<file path="config.mk">
export PLATFORM = sky130hd
export DESIGN_NAME = mbw_slave
export DESIGN_NICKNAME = d
export VERILOG_FILES = /design/src/pkg/mbw_pkg.sv /design/src/hw/mbw_slave.sv
export VERILOG_INCLUDE_DIRS = /design/src /design/src/pkg
export SDC_FILE = /design/constraint.sdc
export NUM_CORES = 2
export LEC_CHECK = 0
export BUFFER_PORTS_ARGS = -buffer_cell sky130_fd_sc_hd__buf_2
export CAP_MARGIN = 20
export CORE_ASPECT_RATIO = 0.8
export CORE_MARGIN = 1
export CORE_UTILIZATION = 50
export CTS_BUF_LIST = sky130_fd_sc_hd__clkbuf_8
export DETAILED_ROUTE_END_ITERATION = 7
export PLACE_DENSITY = 0.68
export SLEW_MARGIN = 20
export SYNTH_ARGS = -nofsm -noshare
export SYNTH_HDL_FRONTEND = slang
export SYNTH_SLANG_ARGS = --single-unit
export TNS_END_PERCENT = 1
</file>
<file path="constraint.sdc">
create_clock -name clk_sys -period 7.2 [get_ports clk_sys]
set_clock_uncertainty 0.1 [all_clocks]
set_input_delay 0.36 -clock clk_sys [delete_from_list [all_inputs] [get_ports clk_sys]]
set_output_delay 0.36 -clock clk_sys [all_outputs]
set_load 0.005 [all_outputs]
</file>
<file path="src/pkg/mbw_defines.svh">
/*
 Offsets, field values, limits and area bounds for the write and loop-test message handler.
 Assumes it is included by bare name from the design file and the bench.
*/
`ifndef MBW_DEFINES_SVH
`define MBW_DEFINES_SVH

// Function codes and subfunction
`define MBW_FN_WRITE1 8'h06
`define MBW_FN_DIAG 8'h08
`define MBW_FN_WRITEN 8'h10
`define MBW_SUB_ECHO 16'h0000
`define MBW_EXC_FLAG 8'h80
`define MBW_EXC_FUNC 8'h01
`define MBW_EXC_ADDR 8'h02
`define MBW_EXC_DATA 8'h03
`define MBW_BCAST_ADDR 8'h00
// Frame geometry
`define MBW_FIXED_LEN 9'h008
`define MBW_MULTI_HDR 9'h009
`define MBW_EXC_LEN 9'h005
`define MBW_ACK_BODY 9'h006
`define MBW_MIN_LEN 9'h004
`define MBW_DATA_OFS 9'h007
`define MBW_BUF_BYTES 9'h103
`define MBW_MAX_REGS 16'h007d
`define MBW_BC_MIN 8'h02
`define MBW_BC_MAX 8'hfa
// Residue seed and polynomial of the frame check
`define MBW_CRC_INIT 16'hffff
`define MBW_CRC_POLY 16'ha001
// Writable areas, field values (register number minus 40001)
`define MBW_ENV_LO 16'h0000
`define MBW_ENV_HI 16'h00ff
`define MBW_PAR_LO 16'h03e8
`define MBW_PAR_HI 16'h0fff
`endif

</file>
<file path="src/pkg/mbw_pkg.sv">
/*
 Types shared by the message handler and its bench: states, reply kinds, write request.
 Assumes nothing beyond a SystemVerilog compiler.
*/
package mbw_pkg;
	typedef enum logic [1:0] {
		MBW_IDLE = 2'h0,
		MBW_CHECK = 2'h1,
		MBW_WRITE = 2'h3,
		MBW_SEND = 2'h2
	} mbw_state_t;

	typedef enum logic [1:0] {
		MBW_RESP_ECHO = 2'h0,
		MBW_RESP_ACK = 2'h1,
		MBW_RESP_EXC = 2'h2
	} mbw_resp_t;

	typedef struct packed {
		logic [15:0] addr;
		logic [15:0] data;
	} mbw_wr_t;
endpackage

</file>
<file path="src/hw/mbw_slave.sv">
/*
 Slave message handler: takes received frame bytes, checks them, writes holding registers
 and streams the reply bytes out.
 Assumes a byte receiver and transmitter on clk_sys that mark frame ends and line errors,
 and a holding register store that takes one write per wrValid/wrReady handshake.
*/
// How it works
// - Single write: address, function, register address, value, each high byte first.
// - Address field is holding register number minus 40001.
// - Single write value is two bytes and goes into the addressed register.
// - Single writes allowed only in environment and parameter areas.
// - Address 0 on single or multiple write is broadcast and still writes.
// - Broadcast writes never get a reply.
// - Good single write is answered by an exact copy of the query.
// - Diagnostic subfunction 0000 sends the query back unchanged.
// - Diagnostic reply repeats every query byte as a link check.
// - Diagnostic data is any two-byte value, echoed unchecked.
// - Multiple write: start, count, byte count, data words, check.
// - At most 125 registers per multiple write.
// - Byte count lies in 02..FA and equals twice the register count.
// - Good multiple write answers address, function, start, count and check.
// - Parity, check, overrun, framing or busy error: frame dropped, no reply.
// - Illegal function, address or data: function plus 80 and code 01/02/03.
`timescale 1ns/100ps
`include "mbw_defines.svh"

module mbw_slave (
	input wire logic clk_sys,
	input wire logic rst_b,
	input wire logic [7:0] slaveAddr,
	input wire logic [7:0] rxByte,
	input wire logic rxValid,
	input wire logic rxErr,
	input wire logic rxEnd,
	input wire logic busy,
	output logic [7:0] txByte,
	output logic txValid,
	input wire logic txReady,
	output mbw_pkg::mbw_wr_t wrReq,
	output logic wrValid,
	input wire logic wrReady,
	output logic evDone,
	output logic evDrop
);
	// One step of the reflected frame check
	function automatic logic [15:0] crcStep(input logic [15:0] c, input logic [7:0] d);
		logic [15:0] x;
		x = c ^ {8'h00, d};
		for (int i = 0; i < 8; i++)
			x = x[0] ? ((x >> 1) ^ `MBW_CRC_POLY) : (x >> 1);
		return x;
	endfunction
	// Area of a register field: 0 none, 1 environment, 2 parameters
	function automatic logic [1:0] areaOf(input logic [15:0] a);
		if (a >= `MBW_ENV_LO && a <= `MBW_ENV_HI)
			return 2'h1;
		else if (a >= `MBW_PAR_LO && a <= `MBW_PAR_HI)
			return 2'h2;
		else
			return 2'h0;
	endfunction

	mbw_pkg::mbw_state_t state_r;
	mbw_pkg::mbw_resp_t respKind_r;
	logic [7:0] rxBuf_r [0:`MBW_BUF_BYTES-1];
	logic [8:0] rxCnt_r;
	logic [15:0] rxCrc_r;
	logic rxBad_r;
	logic [7:0] excCode_r;
	logic bcast_r;
	logic [6:0] nWords_r;
	logic [6:0] wrIdx_r;
	logic [8:0] txIdx_r;
	logic [8:0] respLen_r;
	logic [15:0] txCrc_r;
	logic [7:0] txByte_r;
	logic txValid_r;
	mbw_pkg::mbw_wr_t wrReq_r;
	logic wrValid_r;
	logic evDone_r;
	logic evDrop_r;

	// Field views of the held frame, all fields high byte first
	wire logic [7:0] fAddr = rxBuf_r[0];
	wire logic [7:0] fFunc = rxBuf_r[1];
	wire logic [15:0] fWord1 = {rxBuf_r[2], rxBuf_r[3]};
	wire logic [15:0] fWord2 = {rxBuf_r[4], rxBuf_r[5]};
	wire logic [7:0] fByteCnt = rxBuf_r[6];
	wire logic isW1 = fFunc == `MBW_FN_WRITE1;
	wire logic isDiag = fFunc == `MBW_FN_DIAG;
	wire logic isWn = fFunc == `MBW_FN_WRITEN;

	// Frame-level acceptance; residue is zero when the trailing check word matches
	wire logic isBcast = fAddr == `MBW_BCAST_ADDR;
	wire logic forMe = (fAddr == slaveAddr) && !isBcast;
	wire logic frameGood = !rxBad_r && !busy && rxCrc_r == 16'h0000
		&& rxCnt_r >= `MBW_MIN_LEN;
	// Broadcast only counts for the two write functions
	wire logic addressed = forMe || (isBcast && (isW1 || isWn));

	// Multiple write geometry checks
	wire logic [8:0] wnLen = 9'(fByteCnt) + `MBW_MULTI_HDR;
	wire logic cntOk = fWord2 != 16'h0000 && fWord2 <= `MBW_MAX_REGS;
	wire logic bcOk = fByteCnt >= `MBW_BC_MIN && fByteCnt <= `MBW_BC_MAX
		&& {8'h00, fByteCnt} == {fWord2[14:0], 1'b0};
	wire logic [15:0] wnLast = 16'(fWord1 + fWord2 - 16'h0001);
	wire logic wnAreaOk = areaOf(fWord1) != 2'h0 && areaOf(fWord1) == areaOf(wnLast);
	wire logic [15:0] wnDataCnt = 16'(wnLen);

	// Exception decision, zero when the query is legal
	logic [7:0] excNow;
	always_comb
	begin
		excNow = 8'h00;
		if (isW1)
		begin
			if (rxCnt_r != `MBW_FIXED_LEN)
				excNow = `MBW_EXC_DATA; // value is fixed at two bytes
			else if (areaOf(fWord1) == 2'h0)
				excNow = `MBW_EXC_ADDR;
		end
		else if (isDiag)
		begin
			if (rxCnt_r != `MBW_FIXED_LEN)
				excNow = `MBW_EXC_DATA;
			else if (fWord1 != `MBW_SUB_ECHO)
				excNow = `MBW_EXC_FUNC; // data word itself never checked
		end
		else if (isWn)
		begin
			if (!cntOk || !bcOk || rxCnt_r != wnDataCnt[8:0])
				excNow = `MBW_EXC_DATA;
			else if (!wnAreaOk)
				excNow = `MBW_EXC_ADDR;
		end
		else
			excNow = `MBW_EXC_FUNC;
	end

	// Silent cases: bad frame, not ours, or broadcast that would need a reply
	wire logic dropNow = !frameGood || !addressed || (isBcast && excNow != 8'h00);

	// Next word to write: field value is register number minus 40001
	wire logic [8:0] wordPos = `MBW_DATA_OFS + {1'b0, wrIdx_r, 1'b0};
	wire logic [15:0] wordData = isW1 ? fWord2
		: {rxBuf_r[wordPos], rxBuf_r[9'(wordPos + 9'h001)]};
	wire logic [15:0] wordAddr = 16'(fWord1 + {9'h000, wrIdx_r});
	wire logic wrStep = !wrValid_r || wrReady;
	wire logic wrMore = wrIdx_r < nWords_r;

	// Reply byte at the current send position
	wire logic [7:0] crcByte = (txIdx_r == 9'(respLen_r - 9'h002)) ? txCrc_r[7:0]
		: txCrc_r[15:8]; // low byte first
	// The check word must not fold its own low byte into the high byte it sends next
	wire logic txBody = txIdx_r < 9'(respLen_r - 9'h002);
	logic [7:0] respByte;
	always_comb
	begin
		case (respKind_r)
			mbw_pkg::MBW_RESP_ECHO: respByte = rxBuf_r[txIdx_r];
			mbw_pkg::MBW_RESP_ACK: respByte = (txIdx_r < `MBW_ACK_BODY) ? rxBuf_r[txIdx_r]
				: crcByte;
			mbw_pkg::MBW_RESP_EXC:
			begin
				if (txIdx_r == 9'h000)
					respByte = fAddr;
				else if (txIdx_r == 9'h001)
					respByte = fFunc | `MBW_EXC_FLAG;
				else if (txIdx_r == 9'h002)
					respByte = excCode_r;
				else
					respByte = crcByte;
			end
			default: respByte = 8'h00;
		endcase
	end
	wire logic txStep = !txValid_r || txReady;
	wire logic txMore = txIdx_r < respLen_r;

	// Frame store; holds its last frame, so it needs no reset
	always_ff @(posedge clk_sys)
	begin
		if (state_r == mbw_pkg::MBW_IDLE && rxValid && rxCnt_r < `MBW_BUF_BYTES)
			rxBuf_r[rxCnt_r] <= rxByte;
	end

	// Receive count, running check and error mark; bytes outside idle are lost
	always_ff @(posedge clk_sys or negedge rst_b)
	begin
		if (!rst_b)
		begin
			rxCnt_r <= 9'h000;
			rxCrc_r <= `MBW_CRC_INIT;
			rxBad_r <= 1'b0;
		end
		else if (state_r == mbw_pkg::MBW_CHECK)
		begin
			rxCnt_r <= 9'h000;
			rxCrc_r <= `MBW_CRC_INIT;
			rxBad_r <= 1'b0;
		end
		else if (state_r == mbw_pkg::MBW_IDLE && rxValid)
		begin
			rxCrc_r <= crcStep(rxCrc_r, rxByte);
			rxCnt_r <= (rxCnt_r < `MBW_BUF_BYTES) ? 9'(rxCnt_r + 9'h001) : rxCnt_r;
			rxBad_r <= rxBad_r || rxErr || rxCnt_r == `MBW_BUF_BYTES; // overrun too
		end
	end

	// Sequencer: decide, write, then send or fall silent
	always_ff @(posedge clk_sys or negedge rst_b)
	begin
		if (!rst_b)
		begin
			state_r <= mbw_pkg::MBW_IDLE;
			respKind_r <= mbw_pkg::MBW_RESP_ECHO;
			excCode_r <= 8'h00;
			bcast_r <= 1'b0;
			nWords_r <= 7'h00;
			respLen_r <= 9'h000;
			evDone_r <= 1'b0;
			evDrop_r <= 1'b0;
		end
		else
		begin
			evDone_r <= 1'b0;
			evDrop_r <= 1'b0;
			case (state_r)
				mbw_pkg::MBW_IDLE:
					if (rxEnd)
						state_r <= mbw_pkg::MBW_CHECK;
				mbw_pkg::MBW_CHECK:
				begin
					excCode_r <= excNow;
					bcast_r <= isBcast;
					nWords_r <= isW1 ? 7'h01 : fWord2[6:0];
					if (dropNow)
					begin
						evDrop_r <= 1'b1;
						state_r <= mbw_pkg::MBW_IDLE;
					end
					else if (excNow != 8'h00)
					begin
						respKind_r <= mbw_pkg::MBW_RESP_EXC;
						respLen_r <= `MBW_EXC_LEN;
						state_r <= mbw_pkg::MBW_SEND;
					end
					else if (isDiag)
					begin
						respKind_r <= mbw_pkg::MBW_RESP_ECHO;
						respLen_r <= `MBW_FIXED_LEN;
						state_r <= mbw_pkg::MBW_SEND;
					end
					else
					begin
						respKind_r <= isW1 ? mbw_pkg::MBW_RESP_ECHO : mbw_pkg::MBW_RESP_ACK;
						respLen_r <= `MBW_FIXED_LEN;
						state_r <= mbw_pkg::MBW_WRITE; // broadcast writes too
					end
				end
				mbw_pkg::MBW_WRITE:
					if (wrStep && !wrMore)
					begin
						evDone_r <= bcast_r;
						state_r <= bcast_r ? mbw_pkg::MBW_IDLE : mbw_pkg::MBW_SEND;
					end
				mbw_pkg::MBW_SEND:
					if (txStep && !txMore)
					begin
						evDone_r <= 1'b1;
						state_r <= mbw_pkg::MBW_IDLE;
					end
				default: state_r <= mbw_pkg::MBW_IDLE;
			endcase
		end
	end

	// Register write handshake, words back to back while the store keeps up
	always_ff @(posedge clk_sys or negedge rst_b)
	begin
		if (!rst_b)
		begin
			wrIdx_r <= 7'h00;
			wrValid_r <= 1'b0;
			wrReq_r <= '0;
		end
		else if (state_r != mbw_pkg::MBW_WRITE)
		begin
			wrIdx_r <= 7'h00;
			wrValid_r <= 1'b0;
		end
		else if (wrStep)
		begin
			wrValid_r <= wrMore;
			if (wrMore)
			begin
				wrReq_r <= '{addr: wordAddr, data: wordData};
				wrIdx_r <= 7'(wrIdx_r + 7'h01);
			end
		end
	end

	// Reply stream; check word built from the bytes as they leave
	always_ff @(posedge clk_sys or negedge rst_b)
	begin
		if (!rst_b)
		begin
			txIdx_r <= 9'h000;
			txValid_r <= 1'b0;
			txByte_r <= 8'h00;
			txCrc_r <= `MBW_CRC_INIT;
		end
		else if (state_r != mbw_pkg::MBW_SEND)
		begin
			txIdx_r <= 9'h000;
			txValid_r <= 1'b0;
			txCrc_r <= `MBW_CRC_INIT;
		end
		else if (txStep)
		begin
			txValid_r <= txMore;
			if (txMore)
			begin
				txByte_r <= respByte;
				txCrc_r <= txBody ? crcStep(txCrc_r, respByte) : txCrc_r;
				txIdx_r <= 9'(txIdx_r + 9'h001);
			end
		end
	end

	assign txByte = txByte_r;
	assign txValid = txValid_r;
	assign wrReq = wrReq_r;
	assign wrValid = wrValid_r;
	assign evDone = evDone_r;
	assign evDrop = evDrop_r;
endmodule

</file>
==> results.cfg <==
[pwr]
swShare = 0.281
power.internal_uw = 21400
power_per_cell_area_nw_per_um2 = 252
static-leakage-power_uw = 0.0364
switchingPower_uw = 8370
clock_power_share = 0.350
irDropWorstVdd_mv = 0.176
power.share.sequential = 0.495
combinational_fraction_of_design_power = 0.155

[route]
route.detailed.drc = 4
vias_per_cell = 7.45
initialDrtViolationCount = 13700
ant_nets = 0
detail_route.wl_per_cell_um = 42.8
total_via_count_after_detailed_routing = 69100
dr.pass1.iters = 8
wl_mm = 397

[layout]
layout_common_cells = edfxtp_1 (2,112), mux4_2 (1,114), clkbuf_8 (373)
num-nets-final = 6242
drive_above_1_share = 0.306
flow.area_growth_from_synthesis_pct = 10.0
layout.cells.most_common = edfxtp_1
utilization = 0.556

[synthesis]
ys_warn_count = 0
post_synth.cell_area_avg_um2 = 18.2
synthArstFlopShare = 0.0525
ys_seq_elements = 2229
yosys_most_used_dff = edfxtp_1
cell_taking_the_most_area_after_synthesis = edfxtp_1
syn-instance-count = 5930
yosysSeqAreaShare = 0.617
synth_enable_flop_cells = 2112
mappedNetlistArea_um2 = 108000
netlist.area_leader.share = 0.589
synth_cell_types = 97
synth.area.top_cells = edfxtp_1 (59%), mux4_2 (23%), mux2i_1 (2.2%)

[sta]
timing.final.setup_violations = 0
period_share = 0.921
worstMarginPinSlew_ns = 1.30
report.final.slew_viol_count = 0
relSlewSlack = 0.136
final-hold-violation-count = 0
grt_setup_unrepaired = no
period_needed_ns = 6.63
max_clock_freq_mhz = 151
timing.setup.tns_ns = 0

[clock_network]
tritoncts = done
insertion_delay_ns = 1.00
ctsHtreeMaxLevel = 5
clock_path_buffers = 4
cts_buffers = 351
cts-resized-gates = 0
cts_setup_buffers = 0
cts.clk_slew.worst_paths_ns = 0.06
post_cts_hold_buffer_count = 17
cts-root-buf = clkbuf_8
cts_sinks = 2229

[floorplanning]
initial_core_util = 0.506
standard_cell_row_count = 151
chipWidth_um = 521
floorplan.die.height_um = 417
core_region_area_um2 = 213000
floorplan.io_pins = 68
fp.dieArea_um2 = 217000

[setup_path]
cp_max_fo = 8
critical_path.startpoint_type = flip-flop
timing_worst_setup_path_type = reg2reg
critPathArrivalTime_ns = 7.44
timing.critical_path.required_ns = 8.02
cp-end-kind = flip-flop

[global_route]
first_global_vias = 64400
grt.total_usage = 0.363
gr-total-overflow = 0
grt_start_max_net_pins = 202
antenna_violations_before_repair = 40
grt_first_pass_wirelength_mm = 535

[run]
maxCapViolations = 0

[placement]
io_buffers = 67
hpwl_mm = 265
last_weighted_congestion_value_of_the_routability_driven_placer = 1.04

[outcome]
violations = design-rule violations
outcome = finished with violations

[hold_path]
min-delay-path-class = in2reg
## kinds of logic after synthesis
| kind of cell | after synthesis | synth area share |
|---|---|---|
| xor gates and xnor gates | 105 | 0.00910 |
| muxes | 1385 | 0.260 |
| buffers and inverters | 534 | 0.0237 |
| adders and majority gates | 68 | 0.00802 |
| and+or+nand+nor | 918 | 0.0388 |
| other | 1 | 0.0000348 |
| DFF | 2229 | 0.617 |
| AOI/OAI and AO/OA | 690 | 0.0441 |
## final timing paths
check                                   startpoint                endpoint  slack, ns  cells past startpoint
hold / removal                        slaveAddr[6]        evDrop$_DFF_PN0_       0.09                      7
setup / recovery           rxBuf_r[5][2]$_DFFE_PP_  state_r[0]$_DFFE_PN0P_       0.57                     18
hold reg to reg            rxCrc_r[10]$_DFFE_PN1P_  rxCrc_r[2]$_DFFE_PN1P_       0.37                      2
min in group asynchronous                    rst_b  txCrc_r[6]$_DFFE_PN1P_       0.50                      3
max in group asynchronous                    rst_b  state_r[1]$_DFFE_PN0P_       5.52                      4
setup reg to reg           rxBuf_r[5][2]$_DFFE_PP_  state_r[0]$_DFFE_PN0P_       0.57                     18
## per-stage QoR
stage          worst slack, ns  hold slack, ns  power, µW  cell area (µm²)  instances
2_1_floorplan            0.260         -0.0356      17700           108000       5961
3_3_place_gp             0.494           0.270      19400           112000       8605
3_5_place_dp              1.26           0.274      19400           112000       8608
4_1_cts                  0.775          0.0617      29600           118000       9236
5_1_grt                  0.416           0.159      30400           118000       9242
6_report                 0.572          0.0909      29800           118000       9268
## power groups by stage
stage | combinational (µW) | clock [µW] | sequential [µW]
2_1_floorplan | 2800 | 0 | 14900
3_3_place_gp | 4400 | 0 | 15000
3_5_place_dp | 4420 | 0 | 15000
4_1_cts | 4450 | 10400 | 14700
5_1_grt | 4750 | 10900 | 14800
6_report | 4620 | 10400 | 14700
## worst max-delay path: stages, from the launching register on
cell and delay [ns]:
edfxtp_1 0.87, inv_1 0.21, ha_1 0.33, inv_1 0.06, fa_1 0.41, a21o_1 0.19, a21o_1 0.19, a21o_1 0.17
a21oi_1 0.22, o21bai_1 0.11, a21o_1 0.20, or4b_2 0.65, a2111oi_0 0.71, or3_1 0.21, nand4_1 0.22, or4b_1 0.52
o21ai_1 0.40, a221o_1 0.24, dlygate4sd3_1 0.54
## cell usage after synthesis (all sizes together) (19+ instances only)
library cell  instances
o22ai                38
nor3                 38
o221ai               19
inv                  90
nand2b               21
ha                   65
a22o                 21
nand2               245
nor2                373
nand4                26
a21oi               143
buf                 212
xor2                 31
xnor2                74
dfstp                32
clkbuf              231
a22oi               119
nand3                52
nor2b                47
a211oi               59
a221oi               22
mux2i               233
mux4               1122
o211ai               29
edfxtp             2112
dfrtp                85
nor4                 26
o21ai               112
mux2                 30
## per-layer routing
layer,GRT usage,vias up,share of wire
met2,0.480,6732,0.41
met3,0.193,1083,0.19
met5,0.0157,-,0.0020
met4,0.148,54,0.048
met1,0.496,35800,0.36
li1,-,25400,-
## sequential cells by signal, indices dropped and copies added (netlist names)
signal,cells
rxBad_r,1
nWords_r,7
rxCnt_r,9
rxBuf_r,2112
evDrop,1
rxCrc_r,16
bcast_r,1
wrValid,1
wrIdx_r,7
state_r,2
excCode_r,2
respLen_r,2
txValid,1
txIdx_r,9
respKind_r,1
txCrc_r,16
txByte,8
wrReq,32
evDone,1
## final cells by class
| class | count | area (µm²) |
|---|---|---|
| diodes | 29 | 72.6 |
| well taps | 2830 | 3540 |
| inverters | 91 | 342 |
| clock inverters | 246 | 1390 |
| fillers | 16100 | 94400 |
| clock buffers | 365 | 5020 |
| repair buffers | 280 | 2540 |
| multi-input cells | 3198 | 39200 |
| flip-flops and latches | 2229 | 66400 |
No activity file was read; power rests on OpenSTA's default activity.
